`config.mk`:
```
export PLATFORM = sky130hd
export DESIGN_NAME = core_program_memory_access
export DESIGN_NICKNAME = d
export VERILOG_FILES = /design/src/shared/core_mem_pkg.sv /design/src/verilog/core_program_memory_access.sv /design/src/verilog/return_stack.sv
export SDC_FILE = /design/constraint.sdc
export NUM_CORES = 1
export LEC_CHECK = 0
export BUFFER_PORTS_ARGS = -buffer_cell sky130_fd_sc_hd__buf_2
export CAP_MARGIN = 20
export CORE_MARGIN = 2
export CORE_UTILIZATION = 57
export CTS_CLUSTER_DIAMETER = 200
export CTS_CLUSTER_SIZE = 16
export DETAILED_ROUTE_END_ITERATION = 8
export GPL_TIMING_DRIVEN = 0
export PLACE_DENSITY_LB_ADDON = 0.25
export SLEW_MARGIN = 20
export SYNTH_ARGS = -nofsm -noshare
export SYNTH_HDL_FRONTEND = slang
export SYNTH_SLANG_ARGS = --single-unit
```
`constraint.sdc`:
```
create_clock -name i_ref_clk -period 8.45 [get_ports i_ref_clk]
set_input_delay 0.845 -clock i_ref_clk [delete_from_list [all_inputs] [get_ports i_ref_clk]]
set_output_delay 0.845 -clock i_ref_clk [all_outputs]
set_load 0.02 [all_outputs]
```
`src/shared/core_mem_pkg.sv`:
```
// Shared constants for the core program/data memory access block
package core_mem_pkg;
  // ---------------------------------------------------------------
  // Program counter and vectors
  // ---------------------------------------------------------------
  localparam int PC_W = 15;
  localparam int PM_DATA_W = 14;
  localparam logic [14:0] RESET_VECTOR = 15'h0000;
  localparam logic [14:0] IRQ_VECTOR = 15'h0004;
  localparam int PM_WORDS_DEF = 1024;
  localparam int HEF_WORDS = 128;
  // ---------------------------------------------------------------
  // Return stack
  // ---------------------------------------------------------------
  localparam int STACK_DEPTH = 16;
  localparam int STACK_CNT_W = 5;
  // ---------------------------------------------------------------
  // Indirect pointers and data memory
  // ---------------------------------------------------------------
  localparam int PTR_W = 16;
  localparam int PM_SEL_BIT = 15;
  localparam int DM_ADDR_W = 12;
  localparam int BANK_COUNT = 32;
  localparam logic [15:0] LINEAR_BASE = 16'h2000;
  localparam logic [15:0] LINEAR_BYTES = 16'h0050;
  localparam logic [6:0] GPR_OFFSET = 7'h20;
  localparam logic [15:0] TRAD_LIMIT = 16'h1000;
  localparam int BYTE_W = 8;
  // ---------------------------------------------------------------
  // Core and timing
  // ---------------------------------------------------------------
  localparam int INSTR_COUNT = 49;
  localparam int PM_EXTRA_CYCLES = 1;
  localparam int CTX_W = 32;
endpackage : core_mem_pkg

```
`src/verilog/core_program_memory_access.sv`:
```
// Program counter, return stack, indirect pointers and memory access
`timescale 1ns/1ps
`default_nettype none
// Behaviour
// - Return stack: 16 entries, 15 bits wide
// - Overflow/underflow set sticky status flags
// - Stack error pulses soft reset when enabled
// - Two 16-bit pointers reach all memory
// - Program memory indirect access costs extra cycle
// - Linear pointer view spans 80-byte GPR banks
// - Program counter 15 bits, 32K word space
// - Addresses wrap within implemented program words
// - Reset starts 0000h, interrupt vectors 0004h
// - Top 128 words form high-endurance region
// - High endurance covers only low byte
// - Pointer bit 15 selects program memory reads
// - Program reads return low eight bits only
// - Indirect writes never alter program memory
// - Interrupt shadows context, retfie restores it
// - Decoder supports a 49-instruction set
// - Data address: 5-bit bank, 7-bit offset
// - Unimplemented data locations read zero
module core_program_memory_access
  import core_mem_pkg::*;
#(
  parameter int PM_WORDS = PM_WORDS_DEF,
  parameter int N_INSTR = INSTR_COUNT
) (
  // Clock and reset
  input wire logic i_ref_clk,
  input wire logic i_resetn,
  // Program flow requests
  input wire logic i_pc_step,
  input wire logic i_pc_load,
  input wire logic i_call,
  input wire logic i_return,
  input wire logic i_retfie,
  input wire logic i_irq_enter,
  input wire logic [PC_W-1:0] i_pc_target,
  // Stack status control
  input wire logic i_stack_err_reset_en,
  input wire logic i_stack_overflow_clr,
  input wire logic i_stack_underflow_clr,
  // Pointer writes
  input wire logic i_ptr_wr,
  input wire logic i_ptr_sel,
  input wire logic [PTR_W-1:0] i_ptr_wdata,
  // Indirect data port requests
  input wire logic i_ind_rd,
  input wire logic i_ind_wr,
  input wire logic [BYTE_W-1:0] i_ind_wdata,
  // Live core context for shadowing
  input wire logic [CTX_W-1:0] i_ctx_live,
  // Memory answers
  input wire logic [PM_DATA_W-1:0] i_pfm_rdata,
  input wire logic [BYTE_W-1:0] i_dm_rdata,
  input wire logic i_dm_implemented,
  // Program flow outputs
  output logic [PC_W-1:0] o_pc,
  output logic o_soft_reset,
  output logic o_stack_overflow_flag,
  output logic o_stack_underflow_flag,
  // Pointer and indirect outputs
  output logic [PTR_W-1:0] o_ptr0,
  output logic [PTR_W-1:0] o_ptr1,
  output logic o_busy,
  output logic o_ind_done,
  output logic [BYTE_W-1:0] o_ind_rdata,
  output logic o_hef_low_byte,
  // Context restore
  output logic o_ctx_restore,
  output logic [CTX_W-1:0] o_ctx_shadow,
  // Program flash read port
  output logic o_pfm_rd,
  output logic [PC_W-1:0] o_pfm_addr,
  // Data memory port
  output logic o_dm_rd,
  output logic o_dm_wr,
  output logic [DM_ADDR_W-1:0] o_dm_addr,
  output logic [BYTE_W-1:0] o_dm_wdata
);
  // ---------------------------------------------------------------
  // Elaboration checks
  // ---------------------------------------------------------------
  if (PM_WORDS != 1024 && PM_WORDS != 2048) begin : g_bad_pm_words
    $error("PM_WORDS must be 1024 or 2048");
  end
  if (N_INSTR != INSTR_COUNT) begin : g_bad_instr
    $error("Decoder serves exactly the 49-instruction set");
  end

  // ---------------------------------------------------------------
  // Helper functions
  // ---------------------------------------------------------------
  // Fold any address into the implemented words
  function automatic logic [PC_W-1:0] pm_wrap(input logic [PC_W-1:0] a);
    pm_wrap = a & PC_W'(PM_WORDS - 1);
  endfunction : pm_wrap

  // Map a data pointer onto bank and offset; flag unreachable values
  function automatic logic [DM_ADDR_W:0] dm_map(input logic [PTR_W-1:0] p);
    logic [15:0] off;
    logic [15:0] bank;
    logic [15:0] low;
    off = p - LINEAR_BASE;
    bank = off / LINEAR_BYTES;
    low = off % LINEAR_BYTES;
    dm_map = '0;
    if (p < TRAD_LIMIT) begin
      dm_map = {1'b1, p[DM_ADDR_W-1:0]};
    end else if (p >= LINEAR_BASE && bank < 16'(BANK_COUNT)) begin
      dm_map = {1'b1, bank[4:0], low[6:0] + GPR_OFFSET};
    end
  endfunction : dm_map

  // ---------------------------------------------------------------
  // Program counter and stack
  // ---------------------------------------------------------------
  logic [PC_W-1:0] pc_r;          // Current program address
  logic [PC_W-1:0] pc_nxt;
  logic stk_push;                 // Call or interrupt entry
  logic stk_pop;                  // Return of either kind
  logic [PC_W-1:0] stk_top;       // Return address on top
  logic stk_ovf;                  // Push to a full stack
  logic stk_unf;                  // Pop of an empty stack
  logic ovf_r;
  logic ovf_nxt;
  logic unf_r;
  logic unf_nxt;
  logic srst_r;
  logic srst_nxt;

  // Only one flow request counts per cycle; interrupt entry wins
  assign stk_push = i_irq_enter || (i_call && !i_return && !i_retfie);
  assign stk_pop = !i_irq_enter && (i_return || i_retfie);

  return_stack #(
    .DEPTH(STACK_DEPTH),
    .WIDTH(PC_W)
  ) u_stack (
    .i_ref_clk(i_ref_clk),
    .i_resetn(i_resetn),
    .i_push(stk_push),
    .i_pop(stk_pop),
    .i_push_data(pm_wrap(pc_r + 1'b1)),
    .o_top(stk_top),
    .o_overflow(stk_ovf),
    .o_underflow(stk_unf)
  );

  // Next program address and stack status
  always_comb begin
    pc_nxt = pc_r;
    if (i_irq_enter) begin
      pc_nxt = IRQ_VECTOR;
    end else if (stk_pop) begin
      pc_nxt = stk_top;
    end else if (i_call || i_pc_load) begin
      pc_nxt = pm_wrap(i_pc_target);
    end else if (i_pc_step) begin
      pc_nxt = pm_wrap(pc_r + 1'b1);
    end
    // A new error beats a clear in the same cycle
    ovf_nxt = stk_ovf || (ovf_r && !i_stack_overflow_clr);
    unf_nxt = stk_unf || (unf_r && !i_stack_underflow_clr);
    srst_nxt = i_stack_err_reset_en && (stk_ovf || stk_unf);
  end

  // Program flow registers; reset lands on the reset vector
  always_ff @(posedge i_ref_clk or negedge i_resetn) begin
    if (!i_resetn) begin
      pc_r <= RESET_VECTOR;
      ovf_r <= 1'b0;
      unf_r <= 1'b0;
      srst_r <= 1'b0;
    end else begin
      pc_r <= pc_nxt;
      ovf_r <= ovf_nxt;
      unf_r <= unf_nxt;
      srst_r <= srst_nxt;
    end
  end

  assign o_pc = pc_r;
  assign o_stack_overflow_flag = ovf_r;
  assign o_stack_underflow_flag = unf_r;
  assign o_soft_reset = srst_r;

  // ---------------------------------------------------------------
  // Pointers and context shadow
  // ---------------------------------------------------------------
  logic [PTR_W-1:0] ptr_r [2];    // Two independent pointers
  logic [PTR_W-1:0] ptr_nxt [2];
  logic [PTR_W-1:0] psh_r [2];    // Shadow copies of the pointers
  logic [PTR_W-1:0] psh_nxt [2];
  logic [CTX_W-1:0] ctx_r;        // Shadow of external core context
  logic [CTX_W-1:0] ctx_nxt;
  logic ctxr_r;
  logic ctxr_nxt;

  // Pointer updates, shadowing and restore; no stack use involved
  always_comb begin
    ptr_nxt = ptr_r;
    psh_nxt = psh_r;
    ctx_nxt = ctx_r;
    ctxr_nxt = 1'b0;
    if (i_irq_enter) begin
      psh_nxt = ptr_r;
      ctx_nxt = i_ctx_live;
    end else if (i_retfie) begin
      ptr_nxt = psh_r;
      ctxr_nxt = 1'b1;
    end else if (i_ptr_wr) begin
      ptr_nxt[i_ptr_sel] = i_ptr_wdata;
    end
  end

  // Pointer and shadow registers
  always_ff @(posedge i_ref_clk or negedge i_resetn) begin
    if (!i_resetn) begin
      ptr_r <= '{default: '0};
      psh_r <= '{default: '0};
      ctx_r <= '0;
      ctxr_r <= 1'b0;
    end else begin
      ptr_r <= ptr_nxt;
      psh_r <= psh_nxt;
      ctx_r <= ctx_nxt;
      ctxr_r <= ctxr_nxt;
    end
  end

  assign o_ptr0 = ptr_r[0];
  assign o_ptr1 = ptr_r[1];
  assign o_ctx_shadow = ctx_r;
  assign o_ctx_restore = ctxr_r;

  // ---------------------------------------------------------------
  // Indirect access sequencer
  // ---------------------------------------------------------------
  typedef enum logic [1:0] {
    ST_IDLE = 2'b00,
    ST_DM_WAIT = 2'b01,
    ST_PM_FETCH = 2'b10,
    ST_PM_EXTRA = 2'b11
  } ind_state_t;

  ind_state_t st_r;
  ind_state_t st_nxt;
  logic [PTR_W-1:0] cur_ptr;      // Pointer named by the request
  logic [DM_ADDR_W:0] dm_hit;     // Reachable flag and data address
  logic [PC_W-1:0] pm_a;          // Wrapped program address
  logic dmnone_r;                 // Pointer reached no data location
  logic dmnone_nxt;
  logic pmrd_r;
  logic pmrd_nxt;
  logic [PC_W-1:0] pma_r;
  logic [PC_W-1:0] pma_nxt;
  logic dmrd_r;
  logic dmrd_nxt;
  logic dmwr_r;
  logic dmwr_nxt;
  logic [DM_ADDR_W-1:0] dma_r;
  logic [DM_ADDR_W-1:0] dma_nxt;
  logic [BYTE_W-1:0] dmw_r;
  logic [BYTE_W-1:0] dmw_nxt;
  logic done_r;
  logic done_nxt;
  logic [BYTE_W-1:0] rdat_r;
  logic [BYTE_W-1:0] rdat_nxt;
  logic hef_r;
  logic hef_nxt;

  assign cur_ptr = ptr_r[i_ptr_sel];
  assign dm_hit = dm_map(cur_ptr);
  assign pm_a = pm_wrap(cur_ptr[PC_W-1:0]);

  // Request decode and completion; a program read spends one more cycle
  always_comb begin
    st_nxt = st_r;
    dmnone_nxt = dmnone_r;
    pmrd_nxt = 1'b0;
    pma_nxt = pma_r;
    dmrd_nxt = 1'b0;
    dmwr_nxt = 1'b0;
    dma_nxt = dma_r;
    dmw_nxt = dmw_r;
    done_nxt = 1'b0;
    rdat_nxt = rdat_r;
    hef_nxt = hef_r;
    case (st_r)
      ST_IDLE: begin
        if (i_ind_rd && cur_ptr[PM_SEL_BIT]) begin
          // Program memory side of the pointer
          pmrd_nxt = 1'b1;
          pma_nxt = pm_a;
          hef_nxt = pm_a >= PC_W'(PM_WORDS - HEF_WORDS);
          st_nxt = ST_PM_FETCH;
        end else if (i_ind_rd) begin
          // Data memory side of the pointer
          dmrd_nxt = dm_hit[DM_ADDR_W];
          dma_nxt = dm_hit[DM_ADDR_W-1:0];
          dmnone_nxt = !dm_hit[DM_ADDR_W];
          hef_nxt = 1'b0;
          st_nxt = ST_DM_WAIT;
        end else if (i_ind_wr) begin
          // Program side and unreachable writes are dropped; reachable data side writes go out
          dmwr_nxt = !cur_ptr[PM_SEL_BIT] && dm_hit[DM_ADDR_W];
          dma_nxt = dm_hit[DM_ADDR_W-1:0];
          dmw_nxt = i_ind_wdata;
          done_nxt = 1'b1;
        end
      end
      ST_DM_WAIT: begin
        // Holes and unreachable pointers read as zero
        rdat_nxt = (dmnone_r || !i_dm_implemented) ? '0 : i_dm_rdata;
        done_nxt = 1'b1;
        st_nxt = ST_IDLE;
      end
      ST_PM_FETCH: begin
        // Only the low byte of the word reaches the working register
        rdat_nxt = i_pfm_rdata[BYTE_W-1:0];
        st_nxt = ST_PM_EXTRA;
      end
      ST_PM_EXTRA: begin
        done_nxt = 1'b1;
        st_nxt = ST_IDLE;
      end
      default: begin
        st_nxt = ST_IDLE;
      end
    endcase
  end

  // Sequencer registers
  always_ff @(posedge i_ref_clk or negedge i_resetn) begin
    if (!i_resetn) begin
      st_r <= ST_IDLE;
      dmnone_r <= 1'b0;
      pmrd_r <= 1'b0;
      pma_r <= '0;
      dmrd_r <= 1'b0;
      dmwr_r <= 1'b0;
      dma_r <= '0;
      dmw_r <= '0;
      done_r <= 1'b0;
      rdat_r <= '0;
      hef_r <= 1'b0;
    end else begin
      st_r <= st_nxt;
      dmnone_r <= dmnone_nxt;
      pmrd_r <= pmrd_nxt;
      pma_r <= pma_nxt;
      dmrd_r <= dmrd_nxt;
      dmwr_r <= dmwr_nxt;
      dma_r <= dma_nxt;
      dmw_r <= dmw_nxt;
      done_r <= done_nxt;
      rdat_r <= rdat_nxt;
      hef_r <= hef_nxt;
    end
  end

  assign o_busy = (st_r != ST_IDLE);
  assign o_pfm_rd = pmrd_r;
  assign o_pfm_addr = pma_r;
  assign o_dm_rd = dmrd_r;
  assign o_dm_wr = dmwr_r;
  assign o_dm_addr = dma_r;
  assign o_dm_wdata = dmw_r;
  assign o_ind_done = done_r;
  assign o_ind_rdata = rdat_r;
  assign o_hef_low_byte = hef_r;
endmodule : core_program_memory_access
`default_nettype wire

```
`src/verilog/return_stack.sv`:
```
// Hardware return-address stack with overflow and underflow detection
`timescale 1ns/1ps
`default_nettype none
module return_stack
  import core_mem_pkg::*;
#(
  parameter int DEPTH = STACK_DEPTH,
  parameter int WIDTH = PC_W
) (
  // Clock and reset
  input wire logic i_ref_clk,
  input wire logic i_resetn,
  // Stack operations
  input wire logic i_push,
  input wire logic i_pop,
  input wire logic [WIDTH-1:0] i_push_data,
  // Results
  output logic [WIDTH-1:0] o_top,
  output logic o_overflow,
  output logic o_underflow
);
  // ---------------------------------------------------------------
  // Storage
  // ---------------------------------------------------------------
  logic [WIDTH-1:0] mem_r [DEPTH];   // Return addresses
  logic [STACK_CNT_W-1:0] cnt_r;     // Entries in use
  logic [STACK_CNT_W-1:0] cnt_nxt;

  // Geometry other than 16 entries of 15 bits is refused at elaboration; the depth counter is sized for 16
  if (DEPTH != STACK_DEPTH || WIDTH != PC_W) begin : g_bad_geometry
    $error("return_stack: unsupported geometry");
  end

  // Overflow on a push to a full stack, underflow on a pop of an empty one
  assign o_overflow = i_push && (cnt_r == STACK_CNT_W'(DEPTH));
  assign o_underflow = i_pop && (cnt_r == '0);
  // Empty stack pops zero rather than stale data
  assign o_top = (cnt_r == '0) ? '0 : mem_r[4'(cnt_r - 1'b1)];

  // Next depth
  always_comb begin
    cnt_nxt = cnt_r;
    if (i_push && !o_overflow) begin
      cnt_nxt = cnt_r + 1'b1;
    end else if (i_pop && !o_underflow) begin
      cnt_nxt = cnt_r - 1'b1;
    end
  end

  // Depth register
  always_ff @(posedge i_ref_clk or negedge i_resetn) begin
    if (!i_resetn) begin
      cnt_r <= '0;
    end else begin
      cnt_r <= cnt_nxt;
    end
  end

  // Entry write; a full stack keeps its entries
  always_ff @(posedge i_ref_clk) begin
    if (i_push && !o_overflow) begin
      mem_r[cnt_r[3:0]] <= i_push_data;
    end
  end
endmodule : return_stack
`default_nettype wire

```
==> run metrics <==
status=finished, final reports clean; Synth async-reset ratio=0.502; Pwr Density=439 nW/µm²; r2r setup slk=0.77 ns; HP Class=in -> async; Initial Utilization=0.583; fin crit period=8.02 ns; WP data required=roughly 8.9 ns; Finish-stage setup viols=0; Cell Area, Synth=15800 µm²; mean area per synthesized cell=12.8 µm²; number of I/O pins=241; RR Endpoint=o_dm_addr[4]; Core Footprint=approximately 27000 µm²; main combinational cell family by area after synthesis=multiplexers; pre-CTS setup slack=-1.35 ns; Clock Path Buffers=3; Least-Margin Pin Slew=1.02 ns; Pre-antenna DRT Iters=5; MaxCap Viol Count=0; skew final=0.0179 ns; f_max=~120 MHz; XOR/XNOR share of the synthesized area=0.0189; CTS buffer count=24; Seq pwr share=0.275; Clk Latency, worst-skew pair=about 0.55 ns; Routed Antenna Nets=0; Die H=171 µm; drt drc=0; input/output buffers=between 200 and 250; DIE AREA=~29000 µm²; GRT Residual Overflow=0; post-synthesis mux area share=0.153; Post-Place Cells=about 1800; crit end category=flip-flop; Rows=60; CTS tree=done; simple-gate portion of the synthesized area=0.0874; Most Frequent Cell on Critical Path=buf_6; vias in the first global route=~11000; Adder-Cell Fraction of Synth Area=0.0108; GRT Resource Usage Total=0.273; Yosys warnings=0; dpl hpwl=between 20 and 30 mm; Final WS setup=approximately 0.43 ns; Switch Pwr=about 0.0036 W; Crit path largest cell delay=~0.65 ns; Int Power=around 0.0045 W; H-tree depth=1; mean routed wirelength per cell=roughly 21 µm; synth unique cells=between 90 and 100; arrival time worst endpoint=roughly 8.5 ns; largest net degree at the start of global routing=88; die width=171 µm; Synth Area in Compound Gates=0.141; Setup crit start kind=input port; Mapped Cells=1239; Top FF cell, synth=dfrtp_1; R2R depth=29; layout cell share with drive strength beyond 1=0.314; global-route wire length before repair=just over 60 mm; nets@finish=roughly 1600; Area growth syn-to-layout=16.3%; register area share after synthesis=0.559; initial antenna violation count=0; Initial DRC Count=between 1000 and 1500; Clock Power Share=0.133; Clock transition at path regs=approximately 0.080 ns; kind of critical path=in -> reg; RR Startpoint=o_ptr1[13]; total leakage power=7.26 nW; Post-synth EDFFs=160; part of the power in combinational logic=0.592; clk sink count=roughly 320; switching share of power=0.444; number of synthesized register bits=roughly 320; CP Max Fanout=19; DR vias/cell=6.16; FILL cells=between 1500 and 2000; WL final=approximately 40 mm; slowest CP cell=or4_1; GP Congestion=between 0.9 and 1; vias=11600; Layout Cells excl Fill=around 1900; count of final max-slew check failures=0; Hold Vio Cnt, Final=0; Peak supply drop=roughly 0.00028 V; clock root buffer=clkbuf_16; Slew headroom=0.315; Ant. Diodes=0; fin crit share=0.950
-- registers in the layout, summed over array words and instances, names as in the netlist, 2 cells and up --
signal,flops
o_dm_wdata,8
psh_r,32
o_pc,10
o_dm_addr,12
o_ptr0,16
u_stack.mem_r,160
u_stack.cnt_r,5
st_r,2
o_ind_rdata,8
o_ctx_shadow,32
o_ptr1,16
o_pfm_addr,10
-- kinds of logic after synthesis --
kind of cell	Yosys count
buffers and inverters	108
muxes	178
and+or+nand+nor	284
AOI/OAI and AO/OA	304
other	1
adders and majority gates	14
xor gates and xnor gates	29
DFF	321
-- placed cells by master, fill, tap and decap left out, types with 12 or more instances in the layout --
| cell | Yosys | layout |
|---|---|---|
| inv_1 | 22 | 22 |
| and2_1 | 13 | 13 |
| mux2i_1 | 36 | 34 |
| buf_4 | 13 | 18 |
| nor3_1 | 17 | 16 |
| a21oi_1 | 68 | 66 |
| a211oi_1 | 13 | 13 |
| buf_1 | 16 | 14 |
| buf_2 | 3 | 219 |
| nand2_1 | 74 | 74 |
| nand3_1 | 20 | 20 |
| edfxtp_1 | 160 | 160 |
| clkbuf_16 | 0 | 24 |
| dfrtp_1 | 161 | 161 |
| o21ai_0 | 40 | 40 |
| xnor2_1 | 19 | 15 |
| ha_1 | 12 | 12 |
| a22oi_1 | 43 | 43 |
| o22ai_1 | 14 | 14 |
| nor2_1 | 94 | 90 |
| mux2_2 | 100 | 100 |
| clkbuf_1 | 49 | 61 |
| mux4_2 | 40 | 40 |
-- Yosys cell counts, types with 5 or more instances --
cell	number	area, µm²
dfrtp_1	161	4030
inv_1	22	82.6
a211o_1	7	61.3
nand3_1	20	100
nor4_1	8	50.1
nand2_1	74	278
edfxtp_1	160	4800
nor2b_1	7	43.8
a22oi_1	43	323
mux2_2	100	1130
o221ai_1	8	70.1
clkbuf_1	49	184
a211oi_1	13	97.6
o21ai_0	40	200
o21ai_1	7	35.0
ha_1	12	150
xor2_1	7	61.3
o211ai_1	11	82.6
mux2i_1	36	360
buf_4	13	97.6
o2111ai_1	5	43.8
a22o_1	9	78.8
nor3b_1	6	45.0
a21oi_1	68	340
mux4_2	40	901
nand3b_1	5	37.5
o31a_1	5	43.8
nand4_1	5	31.3
xnor2_1	19	166
and2_1	13	81.3
o21a_1	11	82.6
nor3_1	17	85.1
and3_1	7	43.8
o22ai_1	14	87.6
buf_1	16	60.1
nor2_1	94	353
-- critical path, delay by kind of cell --
family                   cells  cell delay, ns
adder cells (fa/ha/maj)      1            0.20
AO/OA/AOI/OAI               16            4.05
XOR/XNOR                     1            0.23
buffers and inverters        7            1.44
multiplexers                 1            0.31
AND/OR/NAND/NOR              5            1.38
-- worst max path at each step --
stage	from	endpoint	slack, ns	cells after the start
2_1_floorplan	i_ptr_sel	o_dm_addr[6]	0.09	31
6_report	i_ptr_sel	o_dm_addr[4]	0.43	31
3_5_place_dp	i_ptr_sel	o_dm_addr[6]	-1.35	31
5_1_grt	i_ptr_sel	o_dm_addr[4]	-0.02	32
3_3_place_gp	i_ptr_sel	o_dm_addr[4]	-1.27	31
4_1_cts	i_ptr_sel	o_dm_addr[6]	0.08	32
-- per-stage QoR --
stage | total power (W) | instance area (µm²) | setup TNS (ns) | hold slack [ns] | util
after floorplan | 0.00563 | 15800 | 0 | 0.451 | -
after global placement | 0.00663 | 17400 | -5.51 | 0.452 | 0.642
after detailed placement | 0.00674 | 17500 | -6.07 | 0.458 | 0.646
after CTS | 0.00791 | 18200 | 0 | 0.333 | 0.673
after global routing | 0.00857 | 18400 | -0.0164 | 0.351 | 0.678
final | 0.00807 | 18400 | 0 | 0.291 | 0.678
-- what timing repair did --
action / CTS / global route
hold buffers: 0 / 0
endpoints found under the setup margin: 5 / 4
setup buffers: 0 / 4
pin swaps: 0 / 4
gates resized for setup: 9 / 19
-- power by group through the flow --
stage,Sequential (W),Combinational (W),Clock [W]
detailed placement,0.00225,0.00449,0
global route,0.00225,0.00517,0.00115
finish,0.00222,0.00477,0.00108
floorplan,0.00239,0.00323,0
CTS,0.00222,0.00460,0.00109
global placement,0.00223,0.00440,0
-- routing by layer --
metal  part of all wire  track usage  wire length (µm)
met2               0.47        0.429             18600
met3              0.077       0.0465              3080
met1               0.43        0.401             17200
met4              0.026       0.0699              1030
met5                  0            0                 0
-- final cells by class --
type / count / area (µm²) / area share
flip-flops and latches: 321 / 8830 / 0.481
multi-input cells: 819 / 6740 / 0.367
repair buffers: 223 / 1160 / 0.0632
clock buffers: 37 / 649 / 0.0353
well taps: 372 / 465 / 0.0253
plain buffers: 83 / 402 / 0.0219
inverters: 23 / 86.3 / 0.00470
clock inverters: 2 / 46.3 / 0.00252
No activity file was read; power rests on OpenSTA's default activity.
